## config.mk

```make
export PLATFORM = sky130hd
export DESIGN_NAME = rps_top
export DESIGN_NICKNAME = d
export VERILOG_FILES = /design/src/rps_keyin.v /design/src/rps_bin2bcd.v /design/src/rps_top.v
export VERILOG_INCLUDE_DIRS = /design/src
export SDC_FILE = /design/constraint.sdc
export NUM_CORES = 1
export LEC_CHECK = 0
export ABC_AREA = 1
export BUFFER_PORTS_ARGS = -buffer_cell sky130_fd_sc_hd__buf_2
export CAP_MARGIN = 20
export CORE_MARGIN = 2
export CORE_UTILIZATION = 56
export DETAILED_ROUTE_END_ITERATION = 8
export PLACE_DENSITY = 0.86
export REMOVE_ABC_BUFFERS = 1
export SLEW_MARGIN = 20
export SYNTH_ARGS = -nofsm -noshare
export SYNTH_HDL_FRONTEND = slang
export SYNTH_SLANG_ARGS = --single-unit
```

## constraint.sdc

```tcl
create_clock -name SYS_CLK_IN -period 3.84 [get_ports SYS_CLK_IN]
set_input_delay 0.384 -clock SYS_CLK_IN [delete_from_list [all_inputs] [get_ports SYS_CLK_IN]]
set_output_delay 0.384 -clock SYS_CLK_IN [all_outputs]
set_load 0.01 [all_outputs]
```

## src/rps_defs.vh

```
// Purpose: shared constants of the reset and position selector block
// Assumes: 50 MHz system clock; times held in milliseconds
// Notes:   cycle counts are derived from these in the top module
`ifndef RPS_DEFS_VH
`define RPS_DEFS_VH

// clock rate in kHz, so that ms * kHz gives cycles
`define RPS_CLK_KHZ     50000
// key and input timing, ms
`define RPS_DEB_MS      20
`define RPS_LAMP_MS     10000
`define RPS_FREPL_MS    15000
`define RPS_EXTOFF_MS   2000
`define RPS_TOUT_MS     5000
`define RPS_HALF_MS     500

// selector letters, ascii codes shown on the left segment position
`define RPS_CH_A        8'h41
`define RPS_CH_B        8'h62
`define RPS_CH_C        8'h43
`define RPS_CH_D        8'h64
`define RPS_CH_E        8'h45
`define RPS_CH_F        8'h46
`define RPS_CH_I        8'h49
`define RPS_CH_O        8'h6F
`define RPS_CH_T        8'h54
`define RPS_CH_U        8'h55
`define RPS_CH_V        8'h56
`define RPS_CH_W        8'h57
`define RPS_CH_X        8'h58
`define RPS_CH_R        8'h72
`define RPS_CH_S        8'h53
`define RPS_CH_BLANK    8'h20

// group list: 13 letters, index of the last one and of special letters
`define RPS_GRP_LAST    4'hC
`define RPS_GRP_D       4'h3
`define RPS_GRP_E       4'h4
`define RPS_GRP_F       4'h5
`define RPS_GRP_O       4'h7
`define RPS_GRP_V       4'hA

// position numbers
`define RPS_NUM_MAX     7'h63
`define RPS_SLOT_FIRST  7'h01
// filter options: on, service-life time, replacement, off
`define RPS_FOPT_ON     2'h0
`define RPS_FOPT_TIME   2'h1
`define RPS_FOPT_REPL   2'h2
`define RPS_FOPT_OFF    2'h3
// firmware display lasts this many flash phases; the version shows in every other one
`define RPS_FW_PHASES   3'h6

`endif

```

## src/rps_keyin.v

```verilog
// Purpose: synchronise, debounce and time one key or input pin
// Assumes: pin is asynchronous to clk_in
// Notes:   held_out freezes at release so the caller can judge its length
`timescale 1ns/1ns
`default_nettype none
module rps_keyin #(
  parameter DEB_CYC = 1000000,
  parameter ACT_LOW = 1
) (
  // clock and reset
  input  wire        clk_in,
  input  wire        rst_n_in,
  // raw pin
  input  wire        pin_in,
  // debounced view
  output reg         level_out,
  output reg         press_out,
  output reg         release_out,
  output reg  [31:0] held_out
);

  reg        s1_r;
  reg        s2_r;
  reg [31:0] deb_r;
  wire       raw;
  wire       flip;

  assign raw  = (ACT_LOW != 0) ? ~s2_r : s2_r;
  assign flip = (raw != level_out) && (deb_r >= DEB_CYC - 1);

  always @(posedge clk_in or negedge rst_n_in) begin
    if (!rst_n_in) begin
      s1_r        <= (ACT_LOW != 0);
      s2_r        <= (ACT_LOW != 0);
      deb_r       <= 32'h0;
      level_out   <= 1'b0;
      press_out   <= 1'b0;
      release_out <= 1'b0;
      held_out    <= 32'h0;
    end else begin
      s1_r        <= pin_in;
      s2_r        <= s1_r;
      press_out   <= flip & raw;
      release_out <= flip & ~raw;
      if (raw == level_out) begin
        deb_r <= 32'h0;
      end else if (flip) begin
        deb_r <= 32'h0;
      end else begin
        deb_r <= deb_r + 32'h1;
      end
      if (flip) begin
        level_out <= raw;
      end
      // saturate rather than wrap: a stuck key must not look short
      if (flip & raw) begin
        held_out <= 32'h0;
      end else if (level_out && held_out != 32'hFFFFFFFF) begin
        held_out <= held_out + 32'h1;
      end
    end
  end

endmodule // rps_keyin
`default_nettype wire

```

## src/rps_bin2bcd.v

```verilog
// Purpose: convert an 8-bit value to three bcd digits
// Assumes: purely combinational
// Notes:   shift-and-add-three, unrolled by the loop
`timescale 1ns/1ns
`default_nettype none
module rps_bin2bcd (
  // value
  input  wire [7:0]  bin_in,
  // hundreds, tens, units
  output reg  [11:0] bcd_out
);

  integer i;
  reg [19:0] sh;

  always @* begin
    sh = {12'h000, bin_in};
    for (i = 0; i < 8; i = i + 1) begin
      if (sh[11:8] > 4'h4) begin
        sh[11:8] = sh[11:8] + 4'h3;
      end
      if (sh[15:12] > 4'h4) begin
        sh[15:12] = sh[15:12] + 4'h3;
      end
      if (sh[19:16] > 4'h4) begin
        sh[19:16] = sh[19:16] + 4'h3;
      end
      sh = {sh[18:0], 1'b0};
    end
    bcd_out = sh[19:8];
  end

endmodule // rps_bin2bcd
`default_nettype wire

```

## src/rps_top.v

```verilog
// Purpose: front-panel reset key, external reset input and position selector
// Assumes: keys and external reset are asynchronous pins; event flags are local
// Notes:   long counts are parameters so a simulation can shorten them
// Function
// - reset key held over 10 s flashes all indicators together.
// - short local key press or brief external pulse clears triggered events.
// - events whose cause is still present are not cleared.
// - steady external level switches detector off; brief pulse only resets.
// - reset leaves fan running and monitoring active.
// - selector procedure idle about 5 s aborts to flashing point.
// - A b C d I o T U W X are inputs; E F V poll.
// - two keys step positions letter-plus-00 to letter-plus-99.
// - event memory offers slots 01 to 99, 01 newest.
// - airflow position shows percent as 000 to 255.
// - code 000 in module position logs off all modules.
// - firmware position shows version 00 to 99 three times.
// - filter position offers read and set of on, off, time, replacement.
// - key held over 15 s with monitoring starts filter replacement.
`include "rps_defs.vh"
`timescale 1ns/1ns
`default_nettype none
module rps_top #(
  parameter DEB_CYC    = `RPS_DEB_MS * `RPS_CLK_KHZ,
  parameter LAMP_CYC   = `RPS_LAMP_MS * `RPS_CLK_KHZ,
  parameter FREPL_CYC  = `RPS_FREPL_MS * `RPS_CLK_KHZ,
  parameter EXTOFF_CYC = `RPS_EXTOFF_MS * `RPS_CLK_KHZ,
  parameter TOUT_CYC   = `RPS_TOUT_MS * `RPS_CLK_KHZ,
  parameter HALF_CYC   = `RPS_HALF_MS * `RPS_CLK_KHZ
) (
  // clock and reset
  input  wire        SYS_CLK_IN,
  input  wire        RST_N_IN,
  // front-panel pins
  input  wire        RESET_KEY_N_IN,
  input  wire        EXT_RESET_IN,
  input  wire        KEY_UP_N_IN,
  input  wire        KEY_OK_N_IN,
  // event state from the detector core
  input  wire [7:0]  EVENT_ACTIVE_IN,
  input  wire [7:0]  EVENT_PENDING_IN,
  input  wire        FILTER_MON_EN_IN,
  input  wire [7:0]  FLOW_PCT_IN,
  input  wire [6:0]  FW_VERSION_IN,
  // event and power control
  output reg  [7:0]  EVENT_CLEAR_OUT,
  output reg         DETECTOR_OFF_OUT,
  output reg         FAN_RUN_OUT,
  output reg         MONITOR_EN_OUT,
  output reg         LAMP_TEST_OUT,
  output reg         LAMP_FLASH_OUT,
  output reg         FILTER_ISOLATE_OUT,
  // selector actions
  output reg         POS_COMMIT_OUT,
  output reg  [7:0]  POS_LETTER_OUT,
  output reg  [6:0]  POS_NUM_OUT,
  output reg         MODULE_LOGOFF_OUT,
  output reg  [6:0]  EVT_SLOT_OUT,
  output reg         FILT_CMD_OUT,
  output reg         FILT_SET_OUT,
  output reg  [1:0]  FILT_OPT_OUT,
  // segment display
  output reg  [7:0]  DISP_CHAR_OUT,
  output reg  [11:0] DISP_BCD_OUT,
  output reg         DISP_POINT_OUT
);

  localparam [5:0] ST_IDLE  = 6'h01;
  localparam [5:0] ST_GROUP = 6'h02;
  localparam [5:0] ST_NUM   = 6'h04;
  localparam [5:0] ST_SUB   = 6'h08;
  localparam [5:0] ST_FOPT  = 6'h10;
  localparam [5:0] ST_SHOW  = 6'h20;

  function [7:0] grp_char;
    input [3:0] idx;
    begin
      case (idx)
        4'h0:    grp_char = `RPS_CH_A;
        4'h1:    grp_char = `RPS_CH_B;
        4'h2:    grp_char = `RPS_CH_C;
        4'h3:    grp_char = `RPS_CH_D;
        4'h4:    grp_char = `RPS_CH_E;
        4'h5:    grp_char = `RPS_CH_F;
        4'h6:    grp_char = `RPS_CH_I;
        4'h7:    grp_char = `RPS_CH_O;
        4'h8:    grp_char = `RPS_CH_T;
        4'h9:    grp_char = `RPS_CH_U;
        4'hA:    grp_char = `RPS_CH_V;
        4'hB:    grp_char = `RPS_CH_W;
        4'hC:    grp_char = `RPS_CH_X;
        default: grp_char = `RPS_CH_BLANK;
      endcase
    end
  endfunction

  // only the three polling letters lack a stored setting
  function is_poll;
    input [3:0] idx;
    begin
      is_poll = (idx == `RPS_GRP_E) || (idx == `RPS_GRP_F) || (idx == `RPS_GRP_V);
    end
  endfunction

  wire        rk_lvl;
  wire        rk_press;
  wire        rk_rel;
  wire [31:0] rk_held;
  wire        ex_lvl;
  wire        ex_rel;
  wire [31:0] ex_held;
  wire        up_press;
  wire        ok_press;
  wire [11:0] flow_bcd;
  wire [11:0] fw_bcd;
  wire [11:0] num_bcd;
  reg  [6:0]  num_r;

  rps_keyin #(.DEB_CYC(DEB_CYC), .ACT_LOW(1)) u_rkey (
    .clk_in(SYS_CLK_IN), .rst_n_in(RST_N_IN), .pin_in(RESET_KEY_N_IN),
    .level_out(rk_lvl), .press_out(rk_press), .release_out(rk_rel), .held_out(rk_held));
  rps_keyin #(.DEB_CYC(DEB_CYC), .ACT_LOW(0)) u_ext (
    .clk_in(SYS_CLK_IN), .rst_n_in(RST_N_IN), .pin_in(EXT_RESET_IN),
    .level_out(ex_lvl), .press_out(), .release_out(ex_rel), .held_out(ex_held));
  rps_keyin #(.DEB_CYC(DEB_CYC), .ACT_LOW(1)) u_up (
    .clk_in(SYS_CLK_IN), .rst_n_in(RST_N_IN), .pin_in(KEY_UP_N_IN),
    .level_out(), .press_out(up_press), .release_out(), .held_out());
  rps_keyin #(.DEB_CYC(DEB_CYC), .ACT_LOW(1)) u_ok (
    .clk_in(SYS_CLK_IN), .rst_n_in(RST_N_IN), .pin_in(KEY_OK_N_IN),
    .level_out(), .press_out(ok_press), .release_out(), .held_out());

  rps_bin2bcd u_flow (.bin_in(FLOW_PCT_IN), .bcd_out(flow_bcd));
  rps_bin2bcd u_fw (.bin_in({1'b0, FW_VERSION_IN}), .bcd_out(fw_bcd));
  rps_bin2bcd u_num (.bin_in({1'b0, num_r}), .bcd_out(num_bcd));

  // half-second phase for all flashing
  reg [31:0] half_cnt_r;
  reg        blink_r;
  wire       half_tick = (half_cnt_r >= HALF_CYC - 1);
  always @(posedge SYS_CLK_IN or negedge RST_N_IN) begin
    if (!RST_N_IN) begin
      half_cnt_r <= 32'h0;
      blink_r    <= 1'b0;
    end else if (half_tick) begin
      half_cnt_r <= 32'h0;
      blink_r    <= ~blink_r;
    end else begin
      half_cnt_r <= half_cnt_r + 32'h1;
    end
  end

  // reset key, external input and filter replacement
  reg  filt_repl_r;
  reg  clr_req;
  wire repl_start = rk_lvl && (rk_held == FREPL_CYC) && FILTER_MON_EN_IN;
  wire repl_done  = rk_press && filt_repl_r;
  wire sel_repl;
  always @* begin
    // short local press or brief external pulse
    clr_req = (rk_rel && rk_held < LAMP_CYC) || repl_done ||
              (ex_rel && ex_held < EXTOFF_CYC);
  end

  always @(posedge SYS_CLK_IN or negedge RST_N_IN) begin
    if (!RST_N_IN) begin
      filt_repl_r        <= 1'b0;
      EVENT_CLEAR_OUT    <= 8'h00;
      DETECTOR_OFF_OUT   <= 1'b0;
      FAN_RUN_OUT        <= 1'b1;
      MONITOR_EN_OUT     <= 1'b1;
      LAMP_TEST_OUT      <= 1'b0;
      LAMP_FLASH_OUT     <= 1'b0;
      FILTER_ISOLATE_OUT <= 1'b0;
    end else begin
      // start beats completion in the same cycle
      if (repl_start || sel_repl) begin
        filt_repl_r <= 1'b1;
      end else if (repl_done) begin
        filt_repl_r <= 1'b0;
      end
      FILTER_ISOLATE_OUT <= filt_repl_r;
      // pending causes are masked out of the clear
      EVENT_CLEAR_OUT <= {8{clr_req}} & EVENT_ACTIVE_IN & ~EVENT_PENDING_IN;
      // steady level switches off for as long as it stands
      DETECTOR_OFF_OUT <= ex_lvl && (ex_held >= EXTOFF_CYC);
      // a clear never touches fan or monitoring
      FAN_RUN_OUT    <= ~(ex_lvl && (ex_held >= EXTOFF_CYC));
      MONITOR_EN_OUT <= ~(ex_lvl && (ex_held >= EXTOFF_CYC));
      // all indicators flash together, 1 s cycle
      LAMP_TEST_OUT  <= rk_lvl && (rk_held >= LAMP_CYC);
      LAMP_FLASH_OUT <= rk_lvl && (rk_held >= LAMP_CYC) && blink_r;
    end
  end

  // position selector
  reg [5:0]  st_r;
  reg [3:0]  grp_r;
  reg        sub_set_r;
  reg [1:0]  fopt_r;
  reg [2:0]  phase_r;
  reg [31:0] to_cnt_r;
  wire       any_key  = up_press | ok_press;
  wire       time_out = (to_cnt_r >= TOUT_CYC - 1);
  assign sel_repl = (st_r == ST_FOPT) && ok_press && sub_set_r &&
                    (fopt_r == `RPS_FOPT_REPL);

  always @(posedge SYS_CLK_IN or negedge RST_N_IN) begin
    if (!RST_N_IN) begin
      st_r              <= ST_IDLE;
      grp_r             <= 4'h0;
      num_r             <= 7'h00;
      sub_set_r         <= 1'b0;
      fopt_r            <= `RPS_FOPT_ON;
      phase_r           <= 3'h0;
      to_cnt_r          <= 32'h0;
      POS_COMMIT_OUT    <= 1'b0;
      POS_LETTER_OUT    <= 8'h00;
      POS_NUM_OUT       <= 7'h00;
      MODULE_LOGOFF_OUT <= 1'b0;
      EVT_SLOT_OUT      <= 7'h00;
      FILT_CMD_OUT      <= 1'b0;
      FILT_SET_OUT      <= 1'b0;
      FILT_OPT_OUT      <= 2'h0;
    end else begin
      POS_COMMIT_OUT    <= 1'b0;
      MODULE_LOGOFF_OUT <= 1'b0;
      FILT_CMD_OUT      <= 1'b0;
      if (any_key || st_r == ST_IDLE) begin
        to_cnt_r <= 32'h0;
      end else begin
        to_cnt_r <= to_cnt_r + 32'h1;
      end
      if (time_out && !any_key) begin
        st_r <= ST_IDLE;
      end else begin
        case (st_r)
          ST_IDLE: begin
            if (any_key) begin
              st_r  <= ST_GROUP;
              grp_r <= 4'h0;
            end
          end
          ST_GROUP: begin
            if (up_press) begin
              grp_r <= (grp_r == `RPS_GRP_LAST) ? 4'h0 : grp_r + 4'h1;
            end else if (ok_press) begin
              phase_r <= 3'h0;
              if (grp_r == `RPS_GRP_D) begin
                st_r      <= ST_SUB;
                sub_set_r <= 1'b0;
              end else if (grp_r == `RPS_GRP_F || grp_r == `RPS_GRP_V) begin
                st_r <= ST_SHOW;
              end else begin
                st_r  <= ST_NUM;
                // memory starts at the newest slot
                num_r <= (grp_r == `RPS_GRP_E) ? `RPS_SLOT_FIRST : 7'h00;
              end
            end
          end
          ST_NUM: begin
            if (up_press) begin
              if (num_r == `RPS_NUM_MAX) begin
                num_r <= (grp_r == `RPS_GRP_E) ? `RPS_SLOT_FIRST : 7'h00;
              end else begin
                num_r <= num_r + 7'h01;
              end
            end else if (ok_press) begin
              st_r <= ST_IDLE;
              // only input letters commit a setting
              if (!is_poll(grp_r)) begin
                POS_COMMIT_OUT <= 1'b1;
                POS_LETTER_OUT <= grp_char(grp_r);
                POS_NUM_OUT    <= num_r;
              end
              // code 000 logs off every module
              if (grp_r == `RPS_GRP_O && num_r == 7'h00) begin
                MODULE_LOGOFF_OUT <= 1'b1;
              end
            end
            if (grp_r == `RPS_GRP_E) begin
              EVT_SLOT_OUT <= num_r;
            end
          end
          // read or set, then option, on the first channel
          ST_SUB: begin
            if (up_press) begin
              sub_set_r <= ~sub_set_r;
            end else if (ok_press) begin
              st_r   <= ST_FOPT;
              fopt_r <= `RPS_FOPT_ON;
            end
          end
          ST_FOPT: begin
            if (up_press) begin
              fopt_r <= fopt_r + 2'h1;
            end else if (ok_press) begin
              st_r         <= ST_IDLE;
              FILT_CMD_OUT <= 1'b1;
              FILT_SET_OUT <= sub_set_r;
              FILT_OPT_OUT <= fopt_r;
            end
          end
          // firmware shown three times, then back to idle
          ST_SHOW: begin
            if (grp_r == `RPS_GRP_F && half_tick) begin
              if (phase_r == `RPS_FW_PHASES - 3'h1) begin
                st_r <= ST_IDLE;
              end else begin
                phase_r <= phase_r + 3'h1;
              end
            end
          end
          default: st_r <= ST_IDLE;
        endcase
      end
    end
  end

  // display drive
  always @(posedge SYS_CLK_IN or negedge RST_N_IN) begin
    if (!RST_N_IN) begin
      DISP_CHAR_OUT  <= `RPS_CH_BLANK;
      DISP_BCD_OUT   <= 12'h000;
      DISP_POINT_OUT <= 1'b0;
    end else begin
      DISP_POINT_OUT <= (st_r == ST_IDLE) && blink_r;
      case (st_r)
        ST_GROUP: begin
          DISP_CHAR_OUT <= grp_char(grp_r);
          DISP_BCD_OUT  <= 12'h000;
        end
        ST_NUM: begin
          DISP_CHAR_OUT <= grp_char(grp_r);
          DISP_BCD_OUT  <= num_bcd;
        end
        ST_SUB: begin
          DISP_CHAR_OUT <= sub_set_r ? `RPS_CH_S : `RPS_CH_R;
          DISP_BCD_OUT  <= 12'h000;
        end
        ST_FOPT: begin
          DISP_CHAR_OUT <= grp_char(`RPS_GRP_D);
          DISP_BCD_OUT  <= {10'h000, fopt_r};
        end
        ST_SHOW: begin
          if (grp_r == `RPS_GRP_V) begin
            DISP_CHAR_OUT <= `RPS_CH_BLANK;
            DISP_BCD_OUT  <= flow_bcd;
          end else begin
            DISP_CHAR_OUT <= phase_r[0] ? `RPS_CH_BLANK : `RPS_CH_F;
            DISP_BCD_OUT  <= phase_r[0] ? 12'h000 : fw_bcd;
          end
        end
        default: begin
          DISP_CHAR_OUT <= `RPS_CH_BLANK;
          DISP_BCD_OUT  <= 12'h000;
        end
      endcase
    end
  end

endmodule // rps_top
`default_nettype wire

```

; ---- Yosys cells after proc, flatten, opt, wreduce, memory -nomap -nowiden
; Memory sizes are Yosys's and may differ from the RTL's. A register that Yosys moved wholly into a read port is not among the register bits.
; Index checks and enable logic that the tools add are counted.
; Widths: inputs -> output; s select.
[totals]
ff_bits = 360
mem_bits_ro = 336
inputBits = 38
wordCells = 332
memories = 3
[op_classes]
add_sub_neg = 33
n_lt_le_gt_ge = 31
eq_ne = 49
muxes = 97
bitwise = 20
reduce_logical = 49
[mem_list]
columns = name, depth, width, read_ports, rd_ports_with_merged_regs, write_ports, line_no
row1 = (no name shown), 16, 7, 1, 1, 0, rps_top.v:77  ; case (idx)
row2 = (no name shown), 16, 7, 1, 0, 0, rps_top.v:77
row3 = (no name shown), 16, 7, 1, 0, 0, rps_top.v:77
[ops]
columns = operator, n
row1 = $mux 32, 14
row2 = $add 32x1->32 const B, 8
row3 = $ge 32x20->1 const B, 4
row4 = $mux 4, 24
row5 = $mux 6, 13
row6 = $ne 32x32->1 const B, 2
row7 = $add 4x2->4 const B, 15
row8 = $gt 4x3->1 const B, 15
row9 = $mux 7, 8
row10 = $pmux 8 s5, 1
row11 = $eq 32x30->1 const B, 1
row12 = $ge 32x25->1 const B, 1
row13 = $ge 32x27->1 const B, 1
row14 = $ge 32x28->1 const B, 1
row15 = $ge 32x29->1 const B, 1
row16 = $lt 32x27->1 const B, 1
row17 = $lt 32x29->1 const B, 1
row18 = $pmux 10 s3, 1
row19 = $pmux 6 s5, 1
row20 = $logic_and 1x1->1, 21
row21 = $mux 1, 21
row22 = $mux 10, 2
row23 = $ne 3x3->1 const B, 6
row24 = $add 3x2->4 const B, 4
row25 = 48 further kinds, 112

; ---- Depth between registers and ports, before layout
; Gate-level depths: netlist of the first run.
[logic_depth]
ltp_word = 13
mapped_depth = 31
depth_no_buf = 31

; ---- Modules after synthesis
; Synthesis of the first run repeated with hierarchy kept, for this count alone.
[unflattened]
hier_cells = 3395
hier_area_um2 = 25086.6
[by_module_without_submodules]
columns = mod, instances, cells_each, area_each_um2, seq_area_each_um2
row1 = rps_keyin (u_ok ...), 3, 484, 3652.3, 1729.2
row2 = rps_top, 1, 981, 7808.7, 3732.3
row3 = rps_keyin (u_ext), 1, 486, 3657.3, 1726.7
row4 = rps_bin2bcd (u_flow ...), 2, 153, 885.8, 0.0
row5 = rps_bin2bcd (u_num), 1, 170, 892.1, 0.0

; ---- Least setup slack after synthesis of the first run
; Ideal clock, no wire load.
[synth_path]
path_type = register -> register
startpoint = reg num_r[4]
endpoint = reg DISP_BCD_OUT[1]
setup_time_ns = 0.122
t_arrival_ns = 3.219
setup_slack_ns = 0.499
path_stages_with_launch = 25
path_buffers = 0
path_cell_list = dfrtp_1 inv_1 ha_1 inv_1 ha_1 xnor2_1 ha_1 inv_1 nand2_1 nand2_1 xor2_1 inv_1 ha_1 inv_1 nand2_1 nand2_1 xor2_1 inv_1 ha_1 o21ai_2 nand2_1 nand3_1 nand2_1 nor2_1 o21ai_1
[synth_via]
elab_chain_cells = 9
[synth_lines]
columns = item, line_no
row1 = start: declaration, rps_top.v:116  ; reg [6:0] num_r;
row2 = start signal: assignment, rps_top.v:255  ; num_r <= (grp_r == `RPS_GRP_E) ? `RPS_SLOT_FIRST : 7'h00;
row3 = start signal: assignment, rps_top.v:262  ; num_r <= (grp_r == `RPS_GRP_E) ? `RPS_SLOT_FIRST : 7'h00;
row4 = start signal: assignment, rps_top.v:264  ; num_r <= num_r + 7'h01;
row5 = $add 4x2->4 / $gt 4x3->1 (equally long branches), "rps_bin2bcd.v:20, rps_bin2bcd.v:19"
row6 = $mux 4 *, rps_bin2bcd.v:19  ; if (sh[11:8] > 4'h4) begin
row7 = $add 4x2->4 / $gt 4x3->1 (equally long branches), "rps_bin2bcd.v:20, rps_bin2bcd.v:19"
row8 = $mux 4 *, rps_bin2bcd.v:19
row9 = $add 4x2->4 / $gt 4x3->1 (equally long branches), "rps_bin2bcd.v:20, rps_bin2bcd.v:19"
row10 = $mux 4 *, rps_bin2bcd.v:19
row11 = $gt 4x3->1 *, rps_bin2bcd.v:19
row12 = $mux 4 *, rps_bin2bcd.v:19
row13 = $pmux 10 s3 *, rps_top.v:326  ; case (st_r)
row14 = end signal: assignment, rps_top.v:333  ; DISP_BCD_OUT <= num_bcd;
row15 = end signal: assignment, rps_top.v:341  ; DISP_BCD_OUT <= {10'h000, fopt_r};
row16 = end signal: assignment, rps_top.v:346  ; DISP_BCD_OUT <= flow_bcd;
row17 = end: declaration, rps_top.v:63  ; output reg [11:0] DISP_BCD_OUT,
; Every way passes the cells marked *; elsewhere a longest branch is shown, timed or not.
; A chain may end at the register's enable or synchronous reset.

; ---- Worst setup path after layout of the first run
[layout_path]
startpoint = reg num_r[4]
endpoint = reg DISP_BCD_OUT[5]
[layout_via]
elab_chain_cells = 9
[layout_lines]
columns = item, line_no
row1 = $add 4x2->4 / $gt 4x3->1 (equally long branches), "rps_bin2bcd.v:20, rps_bin2bcd.v:19"
row2 = $mux 4 *, rps_bin2bcd.v:19
row3 = $add 4x2->4 / $gt 4x3->1 (equally long branches), "rps_bin2bcd.v:20, rps_bin2bcd.v:19"
row4 = $mux 4, rps_bin2bcd.v:19
row5 = $add 4x2->4 (tied with other cells), rps_bin2bcd.v:20  ; sh[11:8] = sh[11:8] + 4'h3;
row6 = $mux 4 (on tied branches), "rps_bin2bcd.v:19, rps_bin2bcd.v:22"
row7 = $add 4x2->4 / $gt 4x3->1 (equally long branches), "rps_bin2bcd.v:23, rps_bin2bcd.v:22"
row8 = $mux 4 *, rps_bin2bcd.v:22  ; if (sh[15:12] > 4'h4) begin
row9 = $pmux 10 s3 *, rps_top.v:326
; Marks and branches as above.

==> impl_metrics.ini, run 1 <==
[sta]
max_slew.worst_pin.slew_ps = 908.6
period_share = 0.9278
hold_ws_ps = 74.00
worst_slack_ps = 277.1
finalSetupViolCount = 0
drv_slew = 0
finalClockSkew_ps = 18.51
clock.fmax_ghz = 0.2807
final_hold_viol_count = 0
period_needed_ps = 3563
relSlewSlack = 0.3910

[logic_synthesis]
synth_area_sq_um = 18080
synth_area_leaders = dfrtp_1, nand2_1, inv_1
synth_top_area_cell = dfrtp_1
yosysWarnings = 0
synthFlopType = dfrtp_1
ys_seq_elements = 356
syn_inst = 2173
synth_edf_count = 0
synth_area_per_cell_sq_um = 8.318
async_flop_share = 1.000
ys_types = 67
ys_seq_area_frac = 0.4935
synth_top_area_frac = 0.4804

[setup_path]
regToRegSetupSlack_ps = 280
cp_cell_sequence = inv_2 > ha_2 > inv_1 > ha_1 > xnor2_2 > ha_1 > inv_1 > nand2_1 > nand2_2 > xor2_2 > inv_1 > ha_1 > inv_1 > nand2_1 > mux2i_1 > inv_1 > ha_1 > inv_1 > ha_1 > inv_1 > o21ai_0 > o21ai_0 > inv_1 > nand2_1
path_max_fanout = 5
end_kind = flip-flop
critPathLaunchType = flip-flop
critPathBufInv = 9
criticalPathCategory = flip-flop to flip-flop
max_stage_delay_ps = 460
critPathSlowestCell = dfrtp_2
cp_top_family = adder cells
cpMostUsedCell = inv_1
arrival_ps = 3970
critPathRequiredTime_ps = 4250

[power]
seqPwrFrac = 0.430
ir_worst_vdd_mv = 0.3437
clockPowerShare = 0.384
p_leak_nw = 9.875
power.switching_mw = 3.020
p_int_mw = 6.807
sw_frac_of_total = 0.3073
power_frac_comb = 0.186
pwr_density_cell_nw_per_um2 = 475.5

[floorplan]
initial_core_util = 0.5714
die_area_sq_um = 33730
die_x_microns = 183.7
ioPinCount = 101
core-area_sq_um = 31640
die_height_microns = 183.7
rows = 65

[placed_design]
io_buffers = 96
dp_hpwl_mm = 27.61
gp_congestion = 0.9167
place_inst = 2714
pre_cts_slack_ps = 61.68

[route]
num_vias = 15193
routed_wl_mm = 39.26
drtAntennaViolNets = 0
drt_iter0_markers = 1172
drc = 0
wl_per_cell_microns = 14.07
vias_per_cell = 5.446
first_pass_iters = 5

[global_routing]
grt_use_met1 = 0.3138
grt_usage = 0.2349
overflow = 0
use_met3 = 0.03130
grt_pass1_vias = 14600
grt_max_degree = 103
met2_usage = 0.3968
antenna_found_initial = 0
grt_pass1_wl_mm = 66.32
top_usage_layer = met2

[cells_and_area]
instances_no_fill = 2790
nFillCells = 2518
syn2layout_area_growth_pct = 14.34
final_layout_size_suffix_gt1_frac = 0.1131
diodes = 0
nets = 2451

[hold_path]
hold_path.class = input port to flip-flop

[status]
status = complete, no violations

[cts]
cts_inserted_buffers = 38
cts_tree = done
clk_latency_ps = 540
cts_root_buf = clkbuf_16
clk_pin_slew_ps = 60
htree_levels = 2
clk_path_buf_depth = 3
numClockSinks = 356

[flow_run]
drv_cap = 0
## final timing paths
path,from,end,cells past startpoint
min,EVENT_ACTIVE_IN[2],EVENT_CLEAR_OUT[2],3
min reg2reg,u_ok.s1_r,u_ok.s2_r,0
max reg2reg,num_r[4],DISP_BCD_OUT[5],24
max,num_r[4],DISP_BCD_OUT[5],24
max in group asynchronous,RST_N_IN,u_ok.s2_r,3
min in group asynchronous,RST_N_IN,DISP_BCD_OUT[9],2
## area by class of cell
class / instances / area [sq um] / share of cell area
flip-flops and latches: 356 / 8921 / 0.4317
multi-input cells: 1517 / 8044 / 0.3892
clock buffers: 50 / 1057 / 0.05116
inverters: 331 / 1242 / 0.06012
repair buffers: 114 / 663.1 / 0.03209
clock inverters: 20 / 236.5 / 0.01144
well taps: 402 / 503.0 / 0.02434
## metal layers
metal	wire length [microns]	vias up
li1	-	7448
met4	1079	0
met1	17180	7224
met2	19010	429
met5	0	-
met3	1987	92
## kinds of logic after synthesis
logic type,synth area share
buffers and inverters,0.07566
xor gates and xnor gates,0.02561
DFF,0.4935
muxes,0.001108
and+or+nand+nor,0.2637
AOI/OAI and AO/OA,0.1022
other,0.0002075
adders and majority gates,0.03807
## power by group through the flow
stage | Combinational (mW) | Sequential (mW) | Clock, mW
after floorplan | 1.12 | 4.28 | 0
after global placement | 1.72 | 4.27 | 0
after detailed placement | 1.78 | 4.28 | 0
after CTS | 1.81 | 4.22 | 3.84
after global routing | 2.06 | 4.25 | 4.00
final | 1.83 | 4.23 | 3.77
## sequential cells by signal, indices dropped and copies added (netlist names), 2 cells and up
name and count:
u_rkey.held_out 32, fopt_r 2, st_r 6, DISP_CHAR_OUT 7
u_rkey.deb_r 32, half_cnt_r 32, to_cnt_r 32, u_ext.deb_r 32
EVENT_CLEAR_OUT 8, u_up.deb_r 32, DISP_BCD_OUT 10, FILT_OPT_OUT 2
phase_r 3, num_r 7, u_ok.deb_r 32, POS_LETTER_OUT 7
POS_NUM_OUT 7, u_ext.held_out 32, EVT_SLOT_OUT 7, grp_r 4
## cell usage after synthesis (all sizes together), types with 2 or more instances
cell	number
a211oi	13
a21boi	2
a21oi	129
a22oi	2
a31oi	9
and2	4
and3	10
buf	9
clkbuf	18
clkinv	5
dfrtp	347
dfstp	9
ha	55
inv	326
mux2i	2
nand2	402
nand3	108
nand3b	12
nand4	50
nor2	260
nor3	105
nor3b	25
nor4	37
o2111ai	4
o211a	2
o211ai	7
o21a	12
o21ai	125
o21bai	2
o22ai	4
o31ai	6
or2	8
xnor2	14
xor2	38
## layout by cell type (no fill, tap or decap), types with 29 or more instances in the layout
cell	netlist	routed
a21oi_1	128	128
buf_2	4	95
clkbuf_16	0	39
conb_1	1	59
dfrtp_1	347	346
ha_1	55	54
inv_1	322	321
nand2_1	375	373
nand2_2	27	29
nand3_1	105	105
nand4_1	49	49
nor2_1	244	244
nor3_1	97	97
nor4_1	33	33
o21ai_0	109	109
xor2_1	38	36
## stage by stage
stage	utilization	instance area (sq um)	power, mW	setup TNS (ps)
2_1_floorplan	-	18170	5.393	0
3_3_place_gp	0.6093	19280	5.987	0
3_5_place_dp	0.6093	19280	6.061	0
4_1_cts	0.6518	20620	9.868	0
5_1_grt	0.6533	20670	10.31	-21.38
6_report	0.6533	20670	9.827	0
## timing repair
| action | in CTS | in global routing |
|---|---|---|
| resized for setup | 0 | 9 |
| hold buffers | 5 | 0 |
| endpoints found under the hold margin | 83 | 0 |
| setup buffers | 0 | 1 |
| endpoints found under the setup margin | 0 | 6 |
## worst min-delay path: stages
cell and delay, ps:
buf_2 80, nand3b_1 70, inv_1 50
(Power assumes the default switching activity.)
==> run 2: changes to the inputs <==
- PLACE_DENSITY: 0.86 -> 0.89
- clock period: 3.84 -> 3 ns (I/O delays scaled with it)
==> run 2 against run 1 <==
The run now ends with negative setup slack left. Combinational power rose by 41%. Cell area grew 3.7%. Register-to-register slack got worse by 480 ps.
==> impl_metrics.ini, run 2 (synthesis gave the netlist of run 1 again) <==
[status]
status = finished with violations
violations = negative setup slack

[hold_path]
hold_end = EVENT_CLEAR_OUT[6]
worstHoldStart = EVENT_ACTIVE_IN[6]
hold_path_depth = 3
hold_path.class = input port to flip-flop

[power]
ir_worst_vdd_mv = 0.5009
pwr_density_cell_nw_per_um2 = 587.6
p_leak_nw = 10.25
total_power_mw = 12.59

[setup_path]
critPathRequiredTime_ps = 3390
r2r_cells = 24
regToRegSetupSlack_ps = -210
end_kind = flip-flop
path_max_fanout = 3
criticalPathCategory = flip-flop to flip-flop
critPathLaunchType = flip-flop
timing.rr.end = DISP_BCD_OUT[1]
arrival_ps = 3600
r2r-start = num_r[5]

[cells_and_area]
final_util = 0.6774
final_cell_mix = nand2_1, dfrtp_1, inv_1
diodes = 0
final_layout_size_suffix_gt1_frac = 0.1523
instances_no_fill = 2864
syn2layout_area_growth_pct = 18.56
nets = 2530
final_common_cell = nand2_1

[global_routing]
overflow = 0
grt_pass1_vias = 15807
grt_max_degree = 87
antenna_found_initial = 0
grt_usage = 0.2509
grt_pass1_wl_mm = 70.71

[cts]
cts_inserted_buffers = 38
htree_levels = 2
cts_tree = done
clk_path_buf_depth = 3
clk_latency_ps = 520
cts_root_buf = clkbuf_16
numClockSinks = 356
clk_pin_slew_ps = 60

[sta]
period_share = 1.069
drv_slew = 0
period_needed_ps = 3206
finalClockSkew_ps = 18.13
finalSetupViolCount = 8
relSlewSlack = 0.4090
clock.fmax_ghz = 0.3119
max_slew.worst_pin.slew_ps = 881.2
setup_tns_ps = -898.4
worst_slack_ps = -206.4
final_hold_viol_count = 0
rsz0062_at_grt = yes
hold_ws_ps = 6.200

[floorplan]
rows = 65
die_area_sq_um = 33730
initial_core_util = 0.5714
ioPinCount = 101
die_height_microns = 183.7
die_x_microns = 183.7
core-area_sq_um = 31640

[placed_design]
gp_congestion = 0.9416
place_inst = 2777
io_buffers = 96
dp_hpwl_mm = 29.26

[route]
num_vias = 16131
vias_per_cell = 5.632
wl_per_cell_microns = 15.11
drtAntennaViolNets = 0
routed_wl_mm = 43.27
drc = 0
first_pass_iters = 5
drt_iter0_markers = 1574

[flow_run]
drv_cap = 0
[run 2: per-layer routing]
layer	routed length, microns	vias to the layer above	track usage
met5	0	-	0
met3	2749	157	0.03625
met1	17170	7711	0.3106
li1	-	7601	-
met2	21760	662	0.4438
met4	1594	0	0.09824
[run 2: worst max path at each step]
stage / from / end / slack [ps] / depth (start not counted)
6_report: num_r[5] / DISP_BCD_OUT[1] / -210 / 24
5_1_grt: num_r[5] / DISP_BCD_OUT[1] / -280 / 25
3_5_place_dp: FLOW_PCT_IN[6] / DISP_BCD_OUT[2] / -380 / 27
2_1_floorplan: num_r[4] / DISP_BCD_OUT[1] / -340 / 24
4_1_cts: num_r[4] / DISP_BCD_OUT[1] / -60 / 24
3_3_place_gp: FLOW_PCT_IN[6] / DISP_BCD_OUT[2] / -190 / 27
[run 2: report_power, final]
group	total [mW]	leakage, nW	switching (mW)	internal, mW
logic	2.58	4.89	1.74	0.844
clock network	4.61	0.597	1.88	2.73
registers	5.41	4.76	0.255	5.15
total	12.6	10.2	3.87	8.72
[run 2: critical path, cell delays in order (launching register included)]
cell,delay [ps]
dfrtp_1,400
inv_2,90
ha_4,140
inv_2,40
ha_4,170
xnor2_4,150
ha_2,190
inv_2,30
nand2_2,80
nand2_4,90
xor2_4,180
inv_2,80
buf_4,140
buf_4,120
buf_4,120
ha_2,310
nand2_2,50
o21ai_2,100
o21ai_4,100
inv_2,90
nand2_2,50
nand3_2,90
nand2_1,60
nor2_1,110
o21ai_1,90
[run 2: what timing repair did]
action                                  4_1_cts  5_1_grt
gates resized for setup                      28       41
setup buffers                                 9        3
pin swaps                                    14       11
endpoints found under the setup margin        8       10
endpoints found under the hold margin        76        0
hold buffers                                 10        0
cloned                                        0        0
[run 2: cell type report]
| cell class | instances | area [sq um] |
|---|---|---|
| clock inverters | 11 | 117.6 |
| repair buffers | 193 | 1305 |
| inverters | 331 | 1246 |
| multi-input cells | 1517 | 8237 |
| flip-flops and latches | 356 | 8920 |
| clock buffers | 54 | 1102 |
| well taps | 402 | 503.0 |
| fillers | 2248 | 10210 |
[run 2: through the flow]
step	worst slack, ps	cell area, sq um
after floorplan	-342.7	18170
after global placement	-190.1	19780
after detailed placement	-379.9	19780
after CTS	-59.16	21250
after global routing	-284.0	21430
final	-206.4	21430
